--- src/core/osc_pkg.sv ---
package osc_pkg;

    // Register word width and driver count.
    localparam int unsigned OSC_REG_W      = 24;
    localparam int unsigned OSC_NUM_DRV    = 9;
    localparam int unsigned OSC_NUM_BRIDGE = 3;
    localparam int unsigned OSC_EXT_W      = 44;

    // Control word fields.
    localparam int unsigned OSC_RESET_BIT = 22;
    localparam int unsigned OSC_DUTY_BIT  = 21;

    // Status word fields.
    localparam int unsigned OSC_NO_ERR_BIT = 0;

    // Driver bit positions, lower then upper per bridge, then high sides.
    localparam int unsigned OSC_DRV_BIT [0:OSC_NUM_DRV-1] =
        '{1, 2, 3, 4, 5, 6, 14, 15, 17};

    // Which pulse input gates each driver: 0 selects a, 1 selects b.
    localparam logic [OSC_NUM_DRV-1:0] OSC_PULSE_SEL_B = 9'h1C0;

    // Values after reset.
    localparam logic [OSC_REG_W-1:0] OSC_CTRL_RST   = 24'h000000;
    localparam logic [OSC_REG_W-1:0] OSC_STATUS_RST = 24'h000001;

    // Recovery off times in ns for the two duty settings.
    localparam int unsigned OSC_CLK_MHZ      = 100;
    localparam int unsigned OSC_OFF_LONG_NS  = 2000;
    localparam int unsigned OSC_OFF_SHORT_NS = 500;
    localparam int unsigned OSC_OFF_LONG_CYC =
        (OSC_OFF_LONG_NS * OSC_CLK_MHZ + 999) / 1000;
    localparam int unsigned OSC_OFF_SHORT_CYC =
        (OSC_OFF_SHORT_NS * OSC_CLK_MHZ + 999) / 1000;
    localparam int unsigned OSC_CNT_W = 16;

    // Protection cell states, Gray coded along the trip and retry path.
    typedef enum logic [1:0] {
        OSC_ST_ARMED   = 2'h0,
        OSC_ST_TRIPPED = 2'h1,
        OSC_ST_RETRY   = 2'h3
    } osc_state_t;

endpackage

--- src/core/osc_output_regs.sv ---
`timescale 1ns/1ps
module osc_output_regs #(
    parameter int unsigned OFF_LONG  = osc_pkg::OSC_OFF_LONG_CYC,
    parameter int unsigned OFF_SHORT = osc_pkg::OSC_OFF_SHORT_CYC
) (
    input  wire logic                               sys_clk,
    input  wire logic                               srst,
    input  wire logic                               ce,
    input  wire logic                               device_enable,
    input  wire logic                               ctrl_wr,
    input  wire logic [osc_pkg::OSC_REG_W-1:0]      ctrl_wdata,
    input  wire logic [osc_pkg::OSC_NUM_DRV-1:0]    pulse_enable,
    input  wire logic [osc_pkg::OSC_NUM_DRV-1:0]    recovery_enable,
    input  wire logic                               pulse_input_a,
    input  wire logic                               pulse_input_b,
    input  wire logic [osc_pkg::OSC_NUM_DRV-1:0]    oc_event,
    input  wire logic [osc_pkg::OSC_EXT_W-1:0]      ext_flags,
    output logic [osc_pkg::OSC_NUM_DRV-1:0]         drive_q,
    output logic [osc_pkg::OSC_REG_W-1:0]           status_q,
    output logic                                    active_q
);
    import osc_pkg::*;

    logic [OSC_REG_W-1:0]   ctrl_q;
    logic [OSC_NUM_DRV-1:0] sw_req;
    logic [OSC_NUM_DRV-1:0] gated;
    logic [OSC_NUM_DRV-1:0] safe;
    logic [OSC_NUM_DRV-1:0] flag;
    logic [OSC_NUM_DRV-1:0] allow;
    logic [OSC_NUM_DRV-1:0] oc_live;
    logic [OSC_REG_W-1:0]   status_d;
    logic                   host_clr;
    logic                   cell_clr;
    logic                   any_flag;

    always_ff @(posedge sys_clk) begin
        if (srst) begin
            active_q <= 1'b0;
        end else if (ce) begin
            active_q <= device_enable;
        end
    end

    // The reset bit acts once per write and is not stored.
    assign host_clr = ctrl_wr && ctrl_wdata[OSC_RESET_BIT];
    assign cell_clr = host_clr || !active_q;

    always_ff @(posedge sys_clk) begin
        if (srst) begin
            ctrl_q <= OSC_CTRL_RST;
        end else if (ce) begin
            if (!active_q) begin
                ctrl_q <= OSC_CTRL_RST;
            end else if (ctrl_wr) begin
                ctrl_q <= ctrl_wdata;
                ctrl_q[OSC_RESET_BIT] <= 1'b0;
            end
        end
    end

    // Trips are only meaningful while a driver is actually switched on.
    assign oc_live = oc_event & drive_q;

    for (genvar i = 0; i < OSC_NUM_DRV; i++) begin : g_cell
        osc_prot_cell #(
            .CNT_W     (OSC_CNT_W),
            .OFF_LONG  (OFF_LONG),
            .OFF_SHORT (OFF_SHORT)
        ) u_cell (
            .sys_clk  (sys_clk),
            .srst     (srst),
            .ce       (ce),
            .clr      (cell_clr),
            .rec_en   (recovery_enable[i]),
            .duty_sel (ctrl_q[OSC_DUTY_BIT]),
            .oc_event (oc_live[i]),
            .flag_q   (flag[i]),
            .allow_q  (allow[i])
        );
    end

    // pick switch bits out of the control word.
    always_comb begin
        for (int i = 0; i < OSC_NUM_DRV; i++) begin
            sw_req[i] = ctrl_q[OSC_DRV_BIT[i]];
        end
    end

    always_comb begin
        for (int i = 0; i < OSC_NUM_DRV; i++) begin
            if (pulse_enable[i]) begin
                gated[i] = sw_req[i] &&
                    (OSC_PULSE_SEL_B[i] ? pulse_input_b : pulse_input_a);
            end else begin
                gated[i] = sw_req[i];
            end
        end
    end

    always_comb begin
        safe = gated;
        for (int b = 0; b < OSC_NUM_BRIDGE; b++) begin
            if (gated[2*b] && gated[2*b+1]) begin
                safe[2*b]   = 1'b0;
                safe[2*b+1] = 1'b0;
            end
        end
    end

    always_ff @(posedge sys_clk) begin
        if (srst) begin
            drive_q <= '0;
        end else if (ce) begin
            if (!active_q) begin
                drive_q <= '0;
            end else begin
                drive_q <= safe & allow & ~oc_live;
            end
        end
    end

    // Status word assembly; unused bit positions read zero.
    always_comb begin
        status_d = '0;
        for (int i = 0; i < OSC_NUM_DRV; i++) begin
            status_d[OSC_DRV_BIT[i]] = flag[i];
        end
    end

    assign any_flag = (|status_d) || (|ext_flags);

    always_ff @(posedge sys_clk) begin
        if (srst) begin
            status_q <= OSC_STATUS_RST;
        end else if (ce) begin
            status_q <= status_d;
            status_q[OSC_NO_ERR_BIT] <= ~any_flag;
        end
    end

endmodule

--- src/core/osc_prot_cell.sv ---
`timescale 1ns/1ps
module osc_prot_cell #(
    parameter int unsigned CNT_W     = osc_pkg::OSC_CNT_W,
    parameter int unsigned OFF_LONG  = osc_pkg::OSC_OFF_LONG_CYC,
    parameter int unsigned OFF_SHORT = osc_pkg::OSC_OFF_SHORT_CYC
) (
    input  wire logic sys_clk,
    input  wire logic srst,
    input  wire logic ce,
    input  wire logic clr,
    input  wire logic rec_en,
    input  wire logic duty_sel,
    input  wire logic oc_event,
    output logic      flag_q,
    output logic      allow_q
);
    import osc_pkg::*;

    osc_state_t       state_q;
    logic [CNT_W-1:0] cnt_q;

    always_ff @(posedge sys_clk) begin
        if (srst) begin
            flag_q <= 1'b0;
        end else if (ce) begin
            if (oc_event) begin
                flag_q <= 1'b1;
            end else if (clr) begin
                flag_q <= 1'b0;
            end
        end
    end

    always_ff @(posedge sys_clk) begin
        if (srst) begin
            state_q <= OSC_ST_ARMED;
            cnt_q   <= '0;
            allow_q <= 1'b1;
        end else if (ce) begin
            case (state_q)
                OSC_ST_ARMED: begin
                    allow_q <= ~oc_event;
                    if (oc_event) begin
                        state_q <= OSC_ST_TRIPPED;
                    end
                end
                OSC_ST_TRIPPED: begin
                    allow_q <= 1'b0;
                    cnt_q   <= duty_sel ? CNT_W'(OFF_SHORT - 1)
                                        : CNT_W'(OFF_LONG - 1);
                    if (clr && !oc_event) begin
                        state_q <= OSC_ST_ARMED;
                        allow_q <= 1'b1;
                    end else if (rec_en) begin
                        state_q <= OSC_ST_RETRY;
                    end
                end
                OSC_ST_RETRY: begin
                    allow_q <= 1'b0;
                    cnt_q   <= cnt_q - CNT_W'(1);
                    if (oc_event) begin
                        state_q <= OSC_ST_TRIPPED;
                    end else if (cnt_q == '0 || clr) begin
                        state_q <= OSC_ST_ARMED;
                        allow_q <= 1'b1;
                    end
                end
                default: begin
                    state_q <= OSC_ST_ARMED;
                    allow_q <= 1'b1;
                end
            endcase
        end
    end

endmodule

--- config.mk ---
export PLATFORM = sky130hd
export DESIGN_NAME = osc_output_regs
export DESIGN_NICKNAME = d
export VERILOG_FILES = /design/src/core/osc_pkg.sv /design/src/core/osc_output_regs.sv /design/src/core/osc_prot_cell.sv
export SDC_FILE = /design/constraint.sdc
export NUM_CORES = 1
export LEC_CHECK = 0
export ABC_AREA = 0
export BUFFER_PORTS_ARGS = -buffer_cell sky130_fd_sc_hd__buf_4
export CAP_MARGIN = 20
export CORE_MARGIN = 8
export CORE_UTILIZATION = 55
export DETAILED_ROUTE_END_ITERATION = 16
export HOLD_SLACK_MARGIN = 0.1
export MAX_ROUTING_LAYER = met4
export PLACE_DENSITY = 0.76
export SLEW_MARGIN = 20
export SYNTH_ARGS = -nofsm -noshare
export SYNTH_HDL_FRONTEND = slang
export SYNTH_SLANG_ARGS = --single-unit
--- constraint.sdc ---
create_clock -name sys_clk -period 6.4 [get_ports sys_clk]
set_clock_uncertainty 0.1 [all_clocks]
set_input_delay 0.32 -clock sys_clk [delete_from_list [all_inputs] [get_ports sys_clk]]
set_output_delay 0.32 -clock sys_clk [all_outputs]
set_load 0.02 [all_outputs]
### After elaboration in Yosys (flattened, before gate mapping)

Index checks and enable logic that the tools add are counted.

| operators by class | value |
|---|---|
| $add $sub $neg | 9 |
| equal/unequal tests | 46 |
| multiplexer cells | 125 |
| bitwise logic cells | 14 |
| reduce and logical (&&, ||, !) cells | 109 |

Operator list:

| operator | count |
|---|---|
| $pmux W16 S2 | 9 |
| $logic_not A16 Y1 | 9 |
| $sub A16 B1 Y16 const B | 9 |
| $mux W2 | 48 |
| $ne A3 B2 Y1 const B | 18 |
| $pmux W2 S3 | 9 |
| $mux W1 | 46 |
| $mux W22 | 2 |
| $reduce_or A44 Y1 | 1 |
| $reduce_and A2 Y1 | 19 |
| $reduce_and A4 Y1 | 9 |
| $reduce_bool A2 Y1 | 18 |
| $and A9 B9 Y9 | 3 |
| $pmux W1 S3 | 9 |
| $logic_and A1 B1 Y1 | 22 |
| $ne A2 B2 Y1 const B | 10 |
| $eq A2 B1 Y1 const B | 9 |
| $eq A2 B2 Y1 const B | 9 |
| $logic_not A2 Y1 | 9 |
| $logic_or A1 B1 Y1 | 11 |
| $logic_not A1 Y1 | 10 |
| $not A1 Y1 | 10 |
| $mux W9 | 1 |
| $not A9 Y9 | 1 |
| 2 further kinds | 2 |

| storage, ports and cells | value |
|---|---|
| bits in registers | 222 |
| bits of input ports | 102 |
| output and inout bits | 34 |

### Logic depth before layout (Yosys ltp)

Gate-level depths: netlist (run 1).

| logic depth | value |
|---|---|
| depth after elaboration | 7 |
| depth in mapped cells | 7 |
| gate-level depth less buffers | 6 |

### Cells and area by module

Synthesis (run 1) repeated with hierarchy kept, for this count alone.

| unflattened totals | value |
|---|---|
| cell total of the unflattened synthesis | 1310 |
| area, all modules | 11038.1 µm² |

By module, submodules not included:

| module | instances | cells each | area an instance (µm²) | sequential area each (µm²) |
|---|---|---|---|---|
| osc_prot_cell | 9 | 126 | 1064.8 | 400.4 |
| osc_output_regs | 1 | 176 | 1455.1 | 600.6 |

### Worst setup path before layout (run 1)

Ideal clock, no wire load.

| timing | value |
|---|---|
| path kind | reg-to-reg |
| from | reg g_cell[3].u_cell.cnt_q[0] |
| to | reg g_cell[3].u_cell.cnt_q[14] |
| library setup time | 70 ps |
| arrival time | 1996 ps |
| slack | 4234 ps |
| cell stages (with the launch flop) | 8 |
| period minus slack after synthesis | 2166 ps |
| cells stage by stage | dfxtp_1 > inv_1 > ha_1 > or3b_1 > clkbuf_1 > or3_1 > or4_1 > a21oi_1 |

| between the ends | value |
|---|---|
| longest elaborated chain between the ends | 2 |

RTL lines:

| element | line | RTL |
|---|---|---|
| start, declared | osc_prot_cell.sv:20 | `logic [CNT_W-1:0] cnt_q;` |
| start signal, assigned | osc_prot_cell.sv:49 | `cnt_q <= duty_sel ? CNT_W'(OFF_SHORT - 1)` |
| start signal, assigned | osc_prot_cell.sv:60 | `cnt_q <= cnt_q - CNT_W'(1);` |
| $sub A16 B1 Y16 | osc_prot_cell.sv:60 |  |
| $pmux W16 S2 | osc_prot_cell.sv:40 | `case (state_q)` |

No other way between the ends.
A chain may end at the register's enable or synchronous reset.

==> impl_metrics.json, run 1 <==
{
  "status": "finished clean",
  "synthArstFlopShare": 0,
  "synth_warnings": 0,
  "dieArea_um2": 24600,
  "synthCells": 1362,
  "seq_area_frac_synth": 0.385,
  "setup_viol": 0,
  "synth_largest_area_cell": "dfxtp_1",
  "dp_hpwl_um": 20300,
  "post-cts-setup-buffer-count": 0,
  "path_cells": "buf_4 > inv_1 > nor4_1 > dlygate4sd3_1 > nand4_1 > dlygate4sd3_1 > o31ai_1 > dlygate4sd3_1",
  "p_per_area_nw_per_um2": 217,
  "netlist_area_um2": 10900,
  "p_leak_nw": 4.71,
  "syn_area_per_cell_um2": 8.02,
  "synth-seq-cells": 210,
  "rsz0062_at_grt": "no",
  "worstMarginPinSlew_ps": 1020,
  "p_clk_frac": 0.471,
  "peakVddDrop_uv": 198,
  "synth_edf_count": 0,
  "antenna_left": 0,
  "clock-sinks": 210,
  "switching_power_w": 0.000608,
  "crit_top_cell": "dlygate4sd3_1",
  "start_util": 0.561,
  "crit_buf_inv": 5,
  "cts-root-buf": "clkbuf_16",
  "finalCoreUtilization": 0.655,
  "row_count": 51,
  "numCtsBuffers": 23,
  "io_buffers": 108,
  "clock_latency_ps": 510,
  "cp_slowest_cell": "dlygate4sd3_1",
  "drive_gt1_frac": 0.126,
  "cts_resized": 0,
  "wl_per_cell_um": 17.1,
  "boundaryPins": 136,
  "via_per_inst": 6.15,
  "swShare": 0.220,
  "vias": 10700,
  "hp-class": "input port to register",
  "critPathArrivalTime_ps": 3560,
  "yosysTopAreaCellShare": 0.385,
  "gr-usage-all-layers": 0.239,
  "pwr-share-comb": 0.054,
  "internal-power_w": 0.00216,
  "drt-total-wl_um": 29600,
  "synth.distinct_cells": 76,
  "cap_violations": 0,
  "htree_levels": 1,
  "die_w_um": 157,
  "synth_area_leaders": "dfxtp_1 38%, a21oi_1 5.6%, nor2_1 4.9%",
  "grt_pass1_vias": 9728,
  "grt_pass1_wl_um": 47900,
  "p_seq_frac": 0.475,
  "timing.final.crit_period_ps": 3210,
  "crit_type": "input port to register",
  "dpl_cell_area_um2": 11700,
  "finalCritPeriodShare": 0.502,
  "design_area_um2": 12800,
  "first_iter_violations": 870,
  "cp-end-kind": "register",
  "firstDrtPassIters": 5,
  "tns_ps": 0,
  "globalplace.congestion": 0.879,
  "remaining_drc_errors": 0,
  "synthFlopType": "dfxtp_1",
  "areaGrowthSynthToFinish_pct": 16.7,
  "grt-ovfl-total": 0,
  "grt_max_degree": 71,
  "cts.clk_slew.worst_paths_ps": 60,
  "fmax_ghz": 0.312,
  "dieHeight_um": 157,
  "fill_cells": 1672,
  "report.final.slew_viol_count": 0,
  "worst-path-max-fanout": 45,
  "crit_required_ps": 6750,
  "final_nets": 1562,
  "max_slew_margin": 0.317,
  "cts_max_path_buffers": 3,
  "cts_tree": "yes",
  "cp_top_family": "buffers and inverters",
  "antenna_found_initial": 0,
  "hold_viol": 0,
  "coreArea_um2": 19500,
  "antenna_cells": 0,
  "critPathMaxStageDelay_ps": 610,
  "start_kind": "input port"
}
-- worst min-delay path: stages --
cell	delay [ps]
buf_4	90
nand3_1	70
o21ai_0	80
a22oi_1	60
nor2_1	80
-- power groups by stage --
stage	registers, W	clock network [W]	logic [W]
after global routing	0.00131	0.00138	0.000160
final	0.00131	0.00130	0.000150
after global placement	0.00134	0	0.000136
after detailed placement	0.00134	0	0.000136
after floorplan	0.00134	0	0.0000720
after CTS	0.00131	0.00133	0.000149
-- placed cells by master, fill, tap and decap left out, types with 17 or more instances in the layout --
cell / n
a21oi_1: 123
or3_1: 29
buf_4: 113
nand2_1: 92
clkbuf_16: 23
nand3_1: 51
nor4_1: 48
and2_1: 22
o31ai_1: 22
dfxtp_1: 210
a31oi_1: 20
nand4_1: 27
xor2_1: 19
dlygate4sd3_1: 26
nor2_1: 143
o21ai_0: 72
nand2b_1: 17
inv_1: 50
mux2i_1: 21
nor3_1: 25
or4_1: 36
-- logic make-up (layout without fill, tap and decap cells) --
family,Yosys count,in the layout,share of synthesized area
buffers and inverters,138,231,0.0550
multiplexers,22,22,0.0203
XOR/XNOR,33,33,0.0264
AO/OA/AOI/OAI,388,388,0.230
AND/OR/NAND/NOR,561,561,0.273
flip-flops,210,210,0.385
adder cells (fa/ha/maj),9,9,0.0103
other,1,14,0.000343
-- synthesized netlist by cell type, types with 5 or more instances --
cell type    n
a211oi_1    16
a21oi_1    123
a221oi_1     5
a22oi_1      7
a31o_2       8
a31oi_1     20
a41o_1       5
a41oi_1      8
and2_1      22
and3_1      10
buf_4       14
clkbuf_1    68
dfxtp_1    210
ha_1         9
inv_1       50
mux2i_1     21
nand2_1     92
nand2b_1    17
nand3_1     51
nand4_1     27
nor2_1     143
nor2b_1     11
nor3_1      25
nor3b_1      7
nor4_1      48
o211ai_1     5
o21a_1      15
o21ai_0     72
o21ai_1     10
o221a_2     11
o22ai_1      9
o31ai_1     22
o41ai_1      9
or2_2       10
or3_1       29
or4_1       36
xnor2_1     14
xor2_1      19
-- flip-flops by register name, indices dropped and copies added (netlist names) --
register / flops
status_q: 10
ctrl_q: 10
g_cell.u_cell.cnt_q: 144
active_q: 1
drive_q: 9
g_cell.u_cell.state_q: 18
g_cell.u_cell.flag_q: 9
g_cell.u_cell.allow_q: 9
-- timing repair --
item,4_1_cts,5_1_grt
hold buffers,26,0
endpoints found under the hold margin,23,0
setup endpoints to repair,0,0
-- stage by stage --
step                      power (W)  setup WS (ps)  instances  hold slack, ps
after floorplan             0.00141           4230       1375             339
after global placement      0.00148           3620       1665             353
after detailed placement    0.00148           3570       1665             365
after CTS                   0.00279           3280       1733             112
after global routing        0.00285           3080       1733             128
final                       0.00277           3190       1733             129
-- final cells by class --
type,count,area [um2],area share
multi-input combinational,1027,6180,0.484
clock buffer,39,706,0.0553
inverter,50,188,0.0147
tap,265,332,0.0260
sequential,210,4200,0.330
clock inverter,3,43.8,0.00343
timing repair buffer,139,1110,0.0869
-- path summary, 6_finish.rpt --
check                                                from                        end  slack, ps  depth (start not counted)
worst max-delay path                                   ce                status_q[0]       3190                          8
worst min-delay path                       ctrl_wdata[21]                 ctrl_q[21]        130                          5
worst max register to register    g_cell[7].u_cell.flag_q                status_q[0]       3620                          6
worst min register to register  g_cell[0].u_cell.cnt_q[1]  g_cell[0].u_cell.cnt_q[1]        370                          2
-- metal layers --
metal	vias to the layer above	wire length, um	global-route usage
met5	-	0	-
met4	0	461	0.0508
met3	37	2160	0.0439
met2	374	13800	0.387
met1	5017	13200	0.308
li1	5226	-	-
Power figures use the tool's default switching activity.
==> run 2, diff against run 1 <==
Settings changed: CORE_UTILIZATION 55 to 53, PLACE_DENSITY 0.76 to 0.77.
Clock period 6.4 ns to 2.95 ns, I/O delays scaled along.
==> run 2 against run 1 <==
Via count up 2.1%. Total power increased by 140%. Die area rose by 3.4%. Critical path depth down 3. Core utilization grew 0.52 points. Flip-flop and latch count unchanged. Worst hold slack improved by 43 ps. Clock-buffer cell count is 9 lower. Routed wire length is 3.4% higher.
==> impl_metrics.json, run 2 (synthesis gave the netlist of run 1 again) <==
{
  "hp-class": "input port to register",
  "start_util": 0.540,
  "antenna_left": 0,
  "row_count": 52,
  "cp-end-kind": "register",
  "final_common_cell": "dfxtp_1",
  "cp_slowest_cell": "dlygate4sd3_1",
  "final_cell_mix": "210 x dfxtp_1, 143 x nor2_1, 131 x buf_4, 123 x a21oi_1, 92 x nand2_1",
  "via_per_inst": 6.08,
  "crit_required_ps": 3320,
  "io_buffers": 108,
  "gr-usage-all-layers": 0.235,
  "cts_max_path_buffers": 3,
  "worst_slack_ps": 90.5,
  "clock-sinks": 210,
  "status": "finished clean",
  "grt_pass1_vias": 10400,
  "r2r-end": "status_q[0]",
  "cp-startpoint": "g_cell[2].u_cell.flag_q",
  "reg2regPathDepth": 5,
  "path_cells": "or4_1 > or4_1 > dlygate4sd3_1 > o31ai_1 > dlygate4sd3_1",
  "dpl_cell_area_um2": 11900,
  "crit_type": "register to register",
  "setup_viol": 0,
  "wl_per_cell_um": 17.1,
  "r2r_start": "g_cell[2].u_cell.flag_q",
  "max_slew_margin": 0.451,
  "clock_latency_ps": 530,
  "switching_power_w": 0.00144,
  "areaGrowthSynthToFinish_pct": 22.3,
  "p_seq_frac": 0.437,
  "grt_max_degree": 47,
  "firstDrtPassIters": 5,
  "hold_viol": 0,
  "dieHeight_um": 160,
  "drt-total-wl_um": 30600,
  "remaining_drc_errors": 0,
  "final_cell_count_no_fill": 1790,
  "cap_violations": 0,
  "critPathMaxStageDelay_ps": 580,
  "pwr-share-comb": 0.055,
  "first_iter_violations": 785,
  "r2r_slack_ps": 90,
  "finalCritPeriodShare": 0.969,
  "seq_area_um2": 4200,
  "drive_gt1_frac": 0.142,
  "p_per_area_nw_per_um2": 488,
  "internal-power_w": 0.00509,
  "dp_hpwl_um": 20600,
  "fmax_ghz": 0.350,
  "grt-ovfl-total": 0,
  "report.final.slew_viol_count": 0,
  "htree_levels": 1,
  "design_area_um2": 13400,
  "antenna_found_initial": 1,
  "timing.final.crit_period_ps": 2860,
  "numCtsBuffers": 24,
  "fill_cells": 1671,
  "vias": 10900,
  "start_kind": "register",
  "dieArea_um2": 25500,
  "worstMarginPinSlew_ps": 822,
  "die_w_um": 160,
  "coreArea_um2": 20200,
  "multiInputGateArea_um2": 6190,
  "dp_cells": 1688,
  "finalCoreUtilization": 0.661,
  "cts.clk_slew.worst_paths_ps": 60,
  "grt_pass1_wl_um": 50300,
  "worst-path-max-fanout": 3,
  "p_clk_frac": 0.508,
  "cts_tree": "yes",
  "min_path_cells": 5,
  "crit_end": "status_q[0]",
  "peakVddDrop_uv": 405,
  "top_regs": "g_cell.u_cell.cnt_q x144, g_cell.u_cell.state_q x18",
  "swShare": 0.220,
  "p_leak_nw": 4.99,
  "regMostFlops": "g_cell.u_cell.cnt_q",
  "rsz0062_at_grt": "no",
  "cts-root-buf": "clkbuf_16",
  "tns_ps": 0,
  "final_nets": 1612,
  "critPathArrivalTime_ps": 3230,
  "largest_reg_flops": 144,
  "boundaryPins": 136,
  "pre_cts_ws_ps": 657,
  "globalplace.congestion": 0.879
}
run 2: worst min path at each step:
stage | startpoint | endpoint | slack [ps]
2_1_floorplan | device_enable | active_q | 200
3_3_place_gp | device_enable | active_q | 290
3_5_place_dp | ctrl_wdata[14] | ctrl_q[14] | 300
4_1_cts | pulse_enable[0] | drive_q[0] | 160
5_1_grt | pulse_enable[0] | drive_q[0] | 210
6_report | pulse_enable[0] | drive_q[0] | 170
run 2: repair_timing:
| item | 4_1_cts | 5_1_grt |
|---|---|---|
| endpoints found under the setup margin | 0 | 2 |
| setup buffers | 0 | 0 |
| hold buffers | 57 | 0 |
| gates resized for setup | 0 | 2 |
| endpoints found under the hold margin | 75 | 0 |
run 2: power by group through the flow:
| stage | registers, W | clock network [W] | logic (W) |
|---|---|---|---|
| finish | 0.00285 | 0.00331 | 0.000361 |
| global route | 0.00285 | 0.00347 | 0.000383 |
| CTS | 0.00285 | 0.00335 | 0.000352 |
| detailed placement | 0.00291 | 0 | 0.000305 |
| global placement | 0.00291 | 0 | 0.000302 |
| floorplan | 0.00291 | 0 | 0.000156 |
run 2: layer usage:
layer / wire, um / track usage
met1: 13400 / 0.289
met2: 14300 / 0.383
met3: 1920 / 0.0396
met4: 922 / 0.0823
met5: 0 / -
run 2: cell type report:
cell class              instances  share of cell area
diodes                          1            0.000187
clock buffers                  30              0.0511
clock inverters                14              0.0159
inverters                      50              0.0140
multi-input cells            1027               0.463
flip-flops and latches        210               0.314
well taps                     270              0.0253
repair buffers                188               0.116
run 2: worst max-delay path: cells and delay by family (launching register included):
family,cells,cell delay (ps)
AO/OA/AOI/OAI,1,200
buffers and inverters,2,1160
flip-flops,1,360
AND/OR/NAND/NOR,2,990
run 2: metrics by stage:
stage	hold WS [ps]	power (W)
after floorplan	195	0.00306
after global placement	292	0.00321
after detailed placement	304	0.00321
after CTS	156	0.00655
after global routing	214	0.00670
final	172	0.00652
==> run 3, diff against run 2 <==
Settings changed: CORE_UTILIZATION 53 to 55, PLACE_DENSITY 0.77 to 0.76.
Clock period 2.95 ns to 3.6 ns, I/O delays scaled along.
==> run 3 against run 2 <==
Routed wire length is 1.8% lower. Largest cell class unchanged. Register-to-register slack improved by 870 ps. Sequential power is 18% lower. Sequential share of layout area rose by 0.82 points. Critical path depth increased by 3. Flip-flop and latch count did not move. Highest routed layer unchanged. Global-route usage increased by 1.0 points.
==> impl_metrics.json, run 3 (synthesis gave the netlist of run 1 again) <==
{
  "status": "finished clean",
  "first_iter_violations": 790,
  "post-cts-setup-buffer-count": 0,
  "row_count": 51,
  "firstDrtPassIters": 5,
  "r2r-end": "g_cell[5].u_cell.state_q[1]",
  "cp-end-kind": "register",
  "crit_buf_inv": 5,
  "cts.clk_slew.worst_paths_ps": 60,
  "clock-sinks": 210,
  "antenna_left": 0,
  "hp-class": "input port to register",
  "via_per_inst": 6.13,
  "drive_gt1_frac": 0.129,
  "critPathMaxStageDelay_ps": 580,
  "gr-usage-all-layers": 0.245,
  "fmax_ghz": 0.333,
  "p_per_area_nw_per_um2": 376,
  "max_slew_margin": 0.286,
  "regMostFlops": "g_cell.u_cell.cnt_q",
  "dieArea_um2": 24600,
  "hold_viol": 0,
  "tns_ps": 0,
  "htree_levels": 1,
  "report.final.slew_viol_count": 0,
  "start_util": 0.561,
  "peakVddDrop_uv": 370,
  "areaGrowthSynthToFinish_pct": 19.2,
  "largest_reg_flops": 144,
  "dieHeight_um": 157,
  "numCtsBuffers": 23,
  "path_cells": "dlygate4sd3_1 > buf_4 > inv_1 > buf_4 > nor4_1 > nand4_1 > o31ai_1 > dlygate4sd3_1",
  "top_regs": "g_cell.u_cell.cnt_q x144, g_cell.u_cell.state_q x18",
  "crit_type": "input port to register",
  "cts-root-buf": "clkbuf_16",
  "cap_violations": 0,
  "cts_tree": "yes",
  "worst-path-max-fanout": 45,
  "grt_pass1_vias": 9970,
  "antenna_cells": 0,
  "globalplace.congestion": 0.911,
  "drt-total-wl_um": 30000,
  "io_buffers": 108,
  "coreArea_um2": 19500,
  "cp.depth": 8,
  "final_cell_mix": "210 x dfxtp_1, 143 x nor2_1, 123 x a21oi_1, 117 x buf_4, 92 x nand2_1",
  "crit_end": "status_q[0]",
  "reg2regPathDepth": 6,
  "grt_max_degree": 46,
  "cp_slowest_cell": "dlygate4sd3_1",
  "r2r_slack_ps": 960,
  "grt-ovfl-total": 0,
  "grt_pass1_wl_um": 48800,
  "crit_required_ps": 3960,
  "critPathArrivalTime_ps": 3360,
  "die_w_um": 157,
  "cp_top_family": "buffers and inverters",
  "final_common_cell": "dfxtp_1",
  "vias": 10800,
  "clock_latency_ps": 520,
  "finalCritPeriodShare": 0.834,
  "finalCoreUtilization": 0.669,
  "boundaryPins": 136,
  "min_path_cells": 5,
  "setup_viol": 0,
  "remaining_drc_errors": 0,
  "worstMarginPinSlew_ps": 1060,
  "start_kind": "input port",
  "dp_hpwl_um": 20600,
  "r2r_start": "active_q",
  "cts_max_path_buffers": 3,
  "p_leak_nw": 4.83,
  "antenna_found_initial": 0,
  "wl_per_cell_um": 17.0,
  "min_from": "ctrl_wr",
  "rsz0062_at_grt": "no",
  "timing.final.crit_period_ps": 3000,
  "cp-startpoint": "ce",
  "final_nets": 1591
}
run 3: changes by cell type in the layout (fill, tap and decap cells not counted), sizes merged:
| cell | previous run | this run |
|---|---|---|
| buf | 131 | 118 |
| dlygate4sd3 | 57 | 50 |
| bufinv | 5 | 1 |
| clkbuf | 30 | 33 |
| clkinv | 7 | 6 |
| diode | 1 | 0 |
run 3: power breakdown:
part           switching (W)  internal [W]  leakage [nW]
logic               0.000161      0.000128          2.78
registers         0.00000505       0.00233          1.69
clock network       0.000943       0.00133         0.362
run 3: layer usage:
| layer | global-route usage | wire length (um) |
|---|---|---|
| met1 | 0.312 | 13300 |
| met3 | 0.0345 | 2040 |
| met4 | 0.0783 | 839 |
| met2 | 0.396 | 13800 |
| met5 | - | 0 |
run 3: through the flow:
stage                     cell area, um2  hold slack, ps  instances  setup WS (ps)  total power, W
after floorplan                    11000             228       1375           1430         0.00251
after global placement             11800             324       1670           1220         0.00263
after detailed placement           11800             324       1670           1200         0.00263
after CTS                          13000             115       1762            741         0.00493
after global routing               13000             181       1762            468         0.00504
final                              13000             139       1762            598         0.00490
run 3: how the worst min path moves through the flow:
stage	endpoint
floorplan	active_q
global placement	ctrl_q[14]
detailed placement	ctrl_q[14]
CTS	ctrl_q[4]
global route	ctrl_q[3]
finish	ctrl_q[5]
run 3: what timing repair did:
action | in CTS | in global routing
endpoints found under the hold margin | 58 | 0
hold buffers | 50 | 0
resized for setup | 0 | 0
run 3: worst reg2reg max path: stages, from the launching register on:
cell	delay (ps)
dfxtp_1	410
a21bo_2	550
nand2_1	100
a31oi_1	170
dlygate4sd3_1	570
o41ai_1	60
dlygate4sd3_1	570
run 3: final cells by class:
cell class / instances / area (um2)
clock buffers: 33 / 653
clock inverters: 9 / 76.3
fillers: 1599 / 6430
inverters: 50 / 188
multi-input cells: 1027 / 6180
flip-flops and latches: 210 / 4200
well taps: 265 / 332
repair buffers: 168 / 1400
